File: src/rtl/ebcs_pkg.sv
// Shared constants and types for the external bus cycle signal block.
// Assumes a single 125 MHz clock and a synchronous active-low reset.

package ebcs_pkg;

    // ------------------------------------------------------------------
    // Clock and timing
    // ------------------------------------------------------------------
    localparam int CLK_MHZ        = 125;
    localparam int STROBE_MIN_NS  = 24;
    localparam int STROBE_CYCLES  = (STROBE_MIN_NS * CLK_MHZ + 999) / 1000;

    // ------------------------------------------------------------------
    // Register map
    // ------------------------------------------------------------------
    localparam logic [7:0] REG_CTRL   = 8'h00;
    localparam logic [7:0] REG_STATUS = 8'h04;
    localparam int         CTRL_DS_BIT     = 0;
    localparam logic       CTRL_DS_RESET   = 1'b0;
    localparam int         STAT_BUSY_BIT   = 0;
    localparam int         STAT_HOLD_BIT   = 1;
    localparam int         STAT_REFR_BIT   = 2;
    localparam int         STAT_MODE_BIT   = 3;

    // Byte lane selections of a request
    localparam logic [1:0] LANES_WORD = 2'h3;
    localparam logic [1:0] LANES_HIGH = 2'h2;
    localparam logic [1:0] LANES_LOW  = 2'h1;

    typedef enum logic [2:0] {
        PH_IDLE,
        PH_ADDR,
        PH_STRB,
        PH_RECOV,
        PH_HOLD
    } ebcs_phase_t;

    typedef struct packed {
        logic        write;
        logic        refresh;
        logic        narrow;
        logic [1:0]  lanes;
        logic [19:0] addr;
        logic [15:0] wdata;
    } ebcs_req_t;

    typedef struct packed {
        logic [19:0] addr;
        logic [15:0] ad_out;
        logic        ad_oe;
        logic        ctl_oe;
        logic        byte_high_enable_n;
        logic        addr_bit_zero;
        logic        write_low_byte_strobe_n;
        logic        write_high_byte_strobe_n;
        logic        narrow_bus_size_n;
        logic        strobe_pin_n;
    } ebcs_pins_t;

    localparam ebcs_pins_t PINS_RESET = '{
        addr: 20'h00000, ad_out: 16'h0000, ad_oe: 1'b0, ctl_oe: 1'b0,
        byte_high_enable_n: 1'b1, addr_bit_zero: 1'b1,
        write_low_byte_strobe_n: 1'b1, write_high_byte_strobe_n: 1'b1,
        narrow_bus_size_n: 1'b1, strobe_pin_n: 1'b1};

endpackage

File: src/rtl/ebcs_bus.sv
// External bus cycle sequencer: byte enables, write strobes, bus size
// and the shared strobe/enable pin, plus a small register port.
// Assumes requests come from logic on clk; pins are floated (pulled up
// outside) while reset or bus hold is in effect.
//
// Contract
// A word cycle drives byte high enable and address bit zero low; a high byte cycle drives enable low and bit zero high.
// A low byte cycle drives byte high enable high with address bit zero low.
// A refresh cycle drives both byte high enable and address bit zero high.
// Outside logic decodes refresh from those two pins, not from the address bus.
// Separate low and high byte write strobes mirror the byte lane decode on writes.
// The bus size pin is asserted for an 8-bit cycle and released for a 16-bit one.
// The bus size and strobe pins are floated to their pulled-up idle level in reset or hold.
// In strobe mode reads and writes use the same cycle timing.
// Strobe mode with the other control pins forms a direct 68K-style interface.
// On writes data stays on the AD bus while the strobe is low, and the address is valid all the while.
// On reads a peripheral drives AD once the strobe is low and stops when it rises.
// The shared pin acts either as data strobe or as data enable, chosen by configuration.
//
// The register addresses and the plain strobed port are this design's own decisions.

`timescale 1ns/1ps
`default_nettype none

module ebcs_bus (
    input  wire logic               clk,
    input  wire logic               reset_n,
    input  wire logic [7:0]         reg_addr,
    input  wire logic [31:0]        reg_wdata,
    input  wire logic               reg_wr,
    input  wire logic               reg_rd,
    output var  logic [31:0]        reg_rdata,
    input  wire logic               req_valid,
    input  wire ebcs_pkg::ebcs_req_t req,
    output var  logic               req_ready,
    output var  logic               rsp_valid,
    output var  logic [15:0]        rsp_rdata,
    input  wire logic               hold_req,
    output var  logic               hold_ack,
    input  wire logic [15:0]        ad_in,
    output var  ebcs_pkg::ebcs_pins_t pins
);
    import ebcs_pkg::*;

    // ------------------------------------------------------------------
    // Local constants and state
    // ------------------------------------------------------------------

    // Final count of the strobe phase; the strobe stands one cycle more
    // than this, long enough for a slow peripheral at this clock rate
    localparam logic [3:0] CNT_LAST = 4'(STROBE_CYCLES - 1);

    typedef struct packed {
        ebcs_phase_t phase;
        logic [3:0]  cnt;
        logic        mode_ds;
        logic        cyc_ds;
        ebcs_req_t   cyc;
        logic        req_ready;
        logic        rsp_valid;
        logic [15:0] rsp_rdata;
        logic        hold_ack;
        logic [31:0] reg_rdata;
        ebcs_pins_t  pins;
    } ebcs_bus_st_t;

    localparam ebcs_bus_st_t ST_RESET = '{
        phase:     PH_IDLE,
        cnt:       4'h0,
        mode_ds:   CTRL_DS_RESET,
        cyc_ds:    CTRL_DS_RESET,
        cyc:       '0,
        req_ready: 1'b0,
        rsp_valid: 1'b0,
        rsp_rdata: 16'h0000,
        hold_ack:  1'b0,
        reg_rdata: 32'h00000000,
        pins:      PINS_RESET
    };

    ebcs_bus_st_t st_q;
    ebcs_bus_st_t st_d;
    logic         hold_s;
    logic [15:0]  ad_s;

    // ------------------------------------------------------------------
    // Pin synchronisers
    // ------------------------------------------------------------------

    // Hold request and read data come from pins, outside this clock
    ebcs_sync #(
        .W (1)
    ) i_hold_sync (
        .clk     (clk),
        .reset_n (reset_n),
        .d       (hold_req),
        .q       (hold_s)
    );

    // Read data is only taken at the end of a long strobe, so a whole
    // word settles well before it is used and no skew reaches it
    ebcs_sync #(
        .W (16)
    ) i_ad_sync (
        .clk     (clk),
        .reset_n (reset_n),
        .d       (ad_in),
        .q       (ad_s)
    );

    // ------------------------------------------------------------------
    // Next state
    // ------------------------------------------------------------------
    always_comb
    begin
        logic       bus_on;
        logic [1:0] lane_code;
        bus_on         = 1'b0;
        lane_code      = 2'b11;
        st_d           = st_q;
        st_d.rsp_valid = 1'b0;
        st_d.reg_rdata = 32'h00000000;

        // Register port; read data stands for exactly one cycle
        if (reg_wr && reg_addr == REG_CTRL)
            st_d.mode_ds = reg_wdata[CTRL_DS_BIT];
        if (reg_rd && reg_addr == REG_CTRL)
            st_d.reg_rdata[CTRL_DS_BIT] = st_q.mode_ds;
        else if (reg_rd && reg_addr == REG_STATUS)
        begin
            st_d.reg_rdata[STAT_BUSY_BIT] = (st_q.phase != PH_IDLE)
                                            && (st_q.phase != PH_HOLD);
            st_d.reg_rdata[STAT_HOLD_BIT] = st_q.hold_ack;
            st_d.reg_rdata[STAT_REFR_BIT] = st_q.cyc.refresh
                                            && (st_q.phase == PH_ADDR
                                            || st_q.phase == PH_STRB);
            st_d.reg_rdata[STAT_MODE_BIT] = st_q.mode_ds;
        end

        // Cycle sequencer
        unique case (st_q.phase)
            PH_IDLE:
            begin
                // A request shown ready is always taken, even when hold
                // arrives in the same cycle; hold waits for the next idle
                if (req_valid && st_q.req_ready)
                begin
                    st_d.phase  = PH_ADDR;
                    st_d.cyc    = req;
                    st_d.cyc_ds = st_q.mode_ds;
                end
                else if (hold_s)
                    st_d.phase = PH_HOLD;
            end
            PH_ADDR:
            begin
                st_d.phase = PH_STRB;
                st_d.cnt   = 4'h0;
            end
            PH_STRB:
            begin
                if (st_q.cnt == CNT_LAST)
                begin
                    st_d.phase     = PH_RECOV;
                    st_d.rsp_valid = 1'b1;
                    if (!st_q.cyc.write && !st_q.cyc.refresh)
                        st_d.rsp_rdata = ad_s;
                end
                else
                    st_d.cnt = st_q.cnt + 4'h1;
            end
            PH_RECOV:
                st_d.phase = PH_IDLE;
            PH_HOLD:
            begin
                if (!hold_s)
                    st_d.phase = PH_IDLE;
            end
            default:
                st_d.phase = PH_IDLE;
        endcase

        // Handshake flags follow the phase being entered
        st_d.req_ready = (st_d.phase == PH_IDLE) && !hold_s;
        st_d.hold_ack  = (st_d.phase == PH_HOLD);
        bus_on         = (st_d.phase == PH_ADDR) || (st_d.phase == PH_STRB);

        // Lane code is {byte_high_enable_n, addr_bit_zero}; an empty lane
        // field goes out as a word so it never aliases the refresh code
        if (st_d.cyc.refresh)
            lane_code = 2'b11;
        else
        begin
            unique case (st_d.cyc.lanes)
                LANES_WORD: lane_code = 2'b00;
                LANES_HIGH: lane_code = 2'b01;
                LANES_LOW:  lane_code = 2'b10;
                default:    lane_code = 2'b00;
            endcase
        end

        // Pins are built from the phase being entered, so every pin
        // comes straight from a flip-flop and all move on one edge
        st_d.pins        = PINS_RESET;
        st_d.pins.ctl_oe = (st_d.phase != PH_HOLD);
        if ((st_d.phase != PH_IDLE) && (st_d.phase != PH_HOLD))
            st_d.pins.addr = st_d.cyc.addr;
        if (bus_on)
        begin
            st_d.pins.byte_high_enable_n = lane_code[1];
            st_d.pins.addr_bit_zero      = lane_code[0];
            st_d.pins.narrow_bus_size_n  = !st_d.cyc.narrow;
        end
        if (st_d.phase == PH_ADDR)
        begin
            st_d.pins.ad_out = st_d.cyc.addr[15:0];
            st_d.pins.ad_oe  = 1'b1;
            // As data enable the pin opens the transceiver a phase
            // early; as data strobe it waits for the strobe phase
            st_d.pins.strobe_pin_n = st_d.cyc_ds;
        end
        if (st_d.phase == PH_STRB)
        begin
            // Same length for reads and writes, so a 68K-style part
            // needs no glue to time its data
            st_d.pins.strobe_pin_n = 1'b0;
            if (st_d.cyc.write && !st_d.cyc.refresh)
            begin
                st_d.pins.ad_out = st_d.cyc.wdata;
                st_d.pins.ad_oe  = 1'b1;
                st_d.pins.write_low_byte_strobe_n  = lane_code[0];
                st_d.pins.write_high_byte_strobe_n = lane_code[1];
            end
        end
    end

    // ------------------------------------------------------------------
    // State register and outputs
    // ------------------------------------------------------------------
    always_ff @(posedge clk)
    begin
        if (!reset_n)
            st_q <= ST_RESET;
        else
            st_q <= st_d;
    end

    assign reg_rdata = st_q.reg_rdata;
    assign req_ready = st_q.req_ready;
    assign rsp_valid = st_q.rsp_valid;
    assign rsp_rdata = st_q.rsp_rdata;
    assign hold_ack  = st_q.hold_ack;
    assign pins      = st_q.pins;
endmodule
`default_nettype wire

File: src/rtl/ebcs_sync.sv
// Two-stage synchroniser for inputs arriving from pins.
// Assumes the destination clock is clk; no logic reads the first stage.

`timescale 1ns/1ps
`default_nettype none

module ebcs_sync #(
    parameter int W = 1
) (
    input  wire logic         clk,
    input  wire logic         reset_n,
    input  wire logic [W-1:0] d,
    output var  logic [W-1:0] q
);
    typedef struct packed {
        logic [W-1:0] s1;
        logic [W-1:0] s2;
    } ebcs_sync_st_t;

    ebcs_sync_st_t st_q;
    ebcs_sync_st_t st_d;

    always_comb
    begin
        st_d.s1 = d;
        st_d.s2 = st_q.s1;
    end

    always_ff @(posedge clk)
    begin
        if (!reset_n)
            st_q <= '0;
        else
            st_q <= st_d;
    end

    assign q = st_q.s2;
endmodule

`default_nettype wire

File: config.mk
export PLATFORM = sky130hd
export DESIGN_NAME = ebcs_bus
export DESIGN_NICKNAME = d
export VERILOG_FILES = /design/src/rtl/ebcs_pkg.sv /design/src/rtl/ebcs_bus.sv /design/src/rtl/ebcs_sync.sv
export SDC_FILE = /design/constraint.sdc
export NUM_CORES = 1
export LEC_CHECK = 0
export CORE_MARGIN = 5
export CORE_UTILIZATION = 35
export DETAILED_ROUTE_END_ITERATION = 16
export DONT_BUFFER_PORTS = 1
export GPL_TIMING_DRIVEN = 0
export PLACE_DENSITY_LB_ADDON = 0.2
export SETUP_SLACK_MARGIN = 0.1
export SLEW_MARGIN = 20
export SYNTH_ARGS = -nofsm -noshare
export SYNTH_HDL_FRONTEND = slang
export SYNTH_HIERARCHICAL = 1
export SYNTH_SLANG_ARGS = --single-unit
File: constraint.sdc
create_clock -name clk -period 1.7 [get_ports clk]
set_input_delay 0 -clock clk [delete_from_list [all_inputs] [get_ports clk]]
set_output_delay 0 -clock clk [all_outputs]
set_load 0.02 [all_outputs]
==> results.md <==
- The flow ran to the end, and the final reports show no timing, DRC or antenna violations.
- The number of sinks handled by clock tree synthesis is 150.
- In the final design database the tool counted 797 nets.
- The data required time of the worst path is 2060 ps.
- In this run the tool buffered the top-level ports with 0 buffer cells.
- The number of different library cells in the post-synthesis netlist is 45.
- During I/O placement, the number of pins put on the boundary was 198.
- The combined area of all synthesized cells is 0.00570 mm².
- The worst-case reg-to-reg path depth is 7.
- The full die area is 0.0189 mm².
- For this run, the slowest stage of the critical path takes 410 ps.
- The cell sitting at the root of the clock tree is a sky130_fd_sc_hd__clkbuf_16.
- Global routing finished with a remaining overflow of 0.
- On the final layout, the worst clock skew is 5.41 ps.
- After detailed routing, the number of remaining DRC violations is 0.
- The worst hold slack is 44.7 ps.
- The row count is 46.
- In this run the standard cell core region covers 0.0159 mm².
- Summed over all nets, the half-perimeter wirelength after detailed placement is 10400 µm.
- The via count is 4197.
- The signal on the critical path passes through inv_2 -> ha_4 -> nor3b_4 -> o21a_2 -> buf_8 -> or4_4 -> a21oi_2.
- The layout filler cell count is 1441.
- The initial antenna violation count came to 1.
- The worst slew margin relative to its limit is 51.1%.
- The floorplan step set the die width to 138 µm.
- Entering global routing, the biggest net connects 17 pins.
- The area growth from synthesis to layout is 39.9%.
- The largest individual stage delay along the critical path comes from the cell sky130_fd_sc_hd__or4_4.
- The count of TritonRoute iterations in the first routing pass is 8.
- The clock latency at the later pin of the worst-skew pair is 420 ps.
- The maximum fanout count along the critical path is 5.
- The proportion of layout cells with a drive suffix above 1 is 35.3%.
- In this run the deepest clock path goes through 2 buffers.
- Net switching is 23.2% of the power.
- The first global-routing pass estimated 23200 µm of wire.
- The end point of the critical path is st_q[141].
- In this run, the clock network consumes 46.7% of the power.
- The final-report max-slew violation count was 0.
- The number of global-route vias before repair is 4329.
- The analysis attributes to cell leakage a power of 3.33 nW.
- The detail-routed net length per standard cell is 16.7 µm.
- Broken down by cell family, the worst path's largest delay share belongs to simple AND/OR/NAND/NOR gates.
- The internal portion of the total power is 6.76 mW.
- The maximum vdd ir drop is 0.654 mV.
- The sort of element at the start of the critical path is a flop.
- TritonCTS built the clock tree.
- The H-tree was split into 4 levels.
- Dividing total power by cell area gives a power density of 1100 mW/mm².
- Global routing used 16.2% of the available tracks across all layers.
- Once detail routing completed, the nets flagged for antenna violations numbered 0.
- The capturing point of the worst reg2reg path is st_q[141].
- For flop-to-flop paths, the worst setup slack is 20 ps.
- The critical path contains buffers and inverters numbering 2 combined.
- The critical path data arrival time is 2040 ps.
- The worst setup path is captured at a flop.
- The final weighted congestion in routability-driven placement is 0.800.
- Wires add up to 15400 µm.
- The critical path is of the flop to flop type.
- The mean instance size in the synthesized netlist is 10.2 µm².
- The maximum achievable frequency is 0.594 GHz.
- The worst path uses 99.0% of the clock period.
- The die height is 138 µm.
- The time the worst path needs with I/O delays and setup is 1680 ps.
- After clock tree synthesis, the clock-pin slew on the worst setup and hold paths is 60 ps.
- The count of warnings emitted by yosys is 6.
- The routed via count divided by cell count is 4.55.
- The initial utilization of the core area, before any placement, comes to 35.7%.
- For this design the total switching power over the nets is 2.04 mW.
- The number of flip-flops and latches in the synthesized netlist is 150.
- In this run the worst hold path is classified as primary input to flop.
- The number of max-cap violations is 0.
- The final hold violation count is 0.
- Once layout is complete, the utilization of the core stands at 50.0%.
- The worst register-to-register path begins at st_q[138].
- The total number of cells along the worst setup path is 7.
- The detailed router finished its first iteration with 234 violations.
- Per report_power, the combinational group accounts for 11.1% of the total.
- The power share of the sequential group is 42.2%.
- Counting every instance in the synthesized netlist gives 559.
- The slew at the pin closest to its max-slew limit is 734 ps.
- Setup violations remaining at the end of the flow were counted as 0.
- The number of clock buffers inserted by TritonCTS is 17.
- The most critical setup path has its startpoint at st_q[138].
- The sequential cell area fraction in the yosys report is 52.7%.
- Setup repair after global routing could not meet its margin everywhere.
-- power by group through the flow --
stage / registers (mW) / logic (mW) / clock network, mW
6_report: 3.71 / 0.978 / 4.11
3_5_place_dp: 3.77 / 0.635 / 0
4_1_cts: 3.70 / 0.900 / 4.17
3_3_place_gp: 3.77 / 0.625 / 0
5_1_grt: 3.72 / 1.05 / 4.35
2_1_floorplan: 3.76 / 0.520 / 0
-- layout by cell type (no fill, tap or decap), types with 6 or more instances in the layout --
| cell | n |
|---|---|
| sky130_fd_sc_hd__conb_1 | 28 |
| sky130_fd_sc_hd__clkinvlp_4 | 6 |
| sky130_fd_sc_hd__and2_2 | 32 |
| sky130_fd_sc_hd__nand3_1 | 19 |
| sky130_fd_sc_hd__mux2i_2 | 8 |
| sky130_fd_sc_hd__and2_1 | 6 |
| sky130_fd_sc_hd__clkbuf_16 | 17 |
| sky130_fd_sc_hd__buf_4 | 108 |
| sky130_fd_sc_hd__dlygate4sd3_1 | 66 |
| sky130_fd_sc_hd__dfxtp_1 | 144 |
| sky130_fd_sc_hd__nor3_2 | 6 |
| sky130_fd_sc_hd__buf_6 | 10 |
| sky130_fd_sc_hd__o21ai_0 | 16 |
| sky130_fd_sc_hd__nor3_1 | 15 |
| sky130_fd_sc_hd__mux2i_4 | 10 |
| sky130_fd_sc_hd__mux2i_1 | 19 |
| sky130_fd_sc_hd__clkbuf_1 | 15 |
| sky130_fd_sc_hd__a32o_1 | 15 |
| sky130_fd_sc_hd__nand2_1 | 12 |
| sky130_fd_sc_hd__a21oi_1 | 24 |
| sky130_fd_sc_hd__nor2_1 | 45 |
-- state kept, by name, indices dropped and copies added, names as in the netlist --
register,cells
hold_ack,1
i_ad_sync/q,16
i_ad_sync/st_d,16
i_hold_sync/q,1
i_hold_sync/st_d,1
pins,44
reg_rdata,4
req_ready,1
rsp_rdata,16
rsp_valid,1
st_q,49
-- routing by layer --
layer	track usage [%]	share of wire, %	up-vias
met5	0	0	-
met4	5.99	1.7	0
met3	5.77	7.5	20
met2	26.9	51	134
met1	19.4	40	1997
li1	-	-	2046
-- worst min path at each step --
| stage | depth (start not counted) | startpoint | to |
|---|---|---|---|
| 2_1_floorplan | 1 | reset_n | i_hold_sync/q |
| 3_3_place_gp | 1 | hold_req | i_hold_sync/st_d[0] |
| 3_5_place_dp | 1 | hold_req | i_hold_sync/st_d[0] |
| 4_1_cts | 3 | reg_addr[6] | reg_rdata[2] |
| 5_1_grt | 3 | reg_addr[6] | reg_rdata[2] |
| 6_report | 3 | reg_addr[6] | reg_rdata[2] |
-- repair_timing --
action,CTS,global route
hold buffers,66,0
hold endpoints to repair,123,0
resized for setup,45,56
buffers inserted,16,4
endpoints found under the setup margin,85,88
pin swaps,8,12
cloned,3,0
-- synthesized netlist by cell type (all sizes together) --
master,number,area share (%)
nand4,1,0.37
clkinv,1,0.066
or4b,1,0.18
or3,1,0.11
nor3b,2,0.26
nor4b,2,0.31
o21a,1,0.13
dfxtp,150,53
nand2,13,0.86
a32o,16,2.8
and3,3,0.33
nor2b,1,0.11
and4bb,1,0.22
nand3,20,1.8
mux2,1,0.20
nand2b,2,0.22
buf,102,13
o21ai,21,1.8
a31oi,2,0.22
a211oi,1,0.35
o211ai,2,0.26
mux2i,37,6.5
nor4,3,0.33
nor3,21,1.8
a21oi,27,2.4
nand4bb,1,0.20
clkbuf,23,1.6
ha,2,0.44
and4,1,0.15
and2,39,5.0
o31ai,2,0.26
o32ai,1,0.15
nor2,47,3.4
nand4b,1,0.15
conb,1,0.066
inv,6,0.40
or4,2,0.26
a21o,1,0.13
-- kinds of logic (layout without fill, tap and decap cells) --
group / after synthesis / count (layout) / synth area share [%]
AO/OA/AOI/OAI: 74 / 74 / 8.54
adder cells (fa/ha/maj): 2 / 2 / 0.439
buffers and inverters: 132 / 251 / 15.4
flip-flops: 150 / 150 / 52.7
multiplexers: 38 / 38 / 6.70
other: 1 / 29 / 0.0658
AND/OR/NAND/NOR: 162 / 162 / 16.1
-- cell type report --
type | count | area (µm²) | share of cell area (%)
Timing Repair Buffer | 88 | 881 | 11.1
Buffer | 124 | 907 | 11.4
Multi-Input combinational cell | 304 | 2220 | 27.8
Tap cell | 216 | 270 | 3.39
Inverter | 7 | 30.0 | 0.377
Clock buffer | 20 | 447 | 5.60
Clock inverter | 12 | 201 | 2.53
Sequential cell | 150 | 3010 | 37.8
Antenna cell | 1 | 2.50 | 0.0314
-- per-stage QoR --
step	cell area (µm²)	worst slack, ps	std cells	power [mW]	TNS (ps)
after floorplan	5830	73.2	586	4.28	0
after global placement	6100	-237	802	4.39	-9450
after detailed placement	6100	-241	802	4.41	-10960
after CTS	7760	18.9	919	8.77	0
after global routing	7970	-52.0	922	9.12	-244
final	7970	17.5	922	8.80	0
-- worst min-delay path: stages --
cell and delay [ps]:
sky130_fd_sc_hd__nor4_1 30, sky130_fd_sc_hd__and3_1 190, sky130_fd_sc_hd__and4_1 200
No activity file was read; power rests on OpenSTA's default activity.
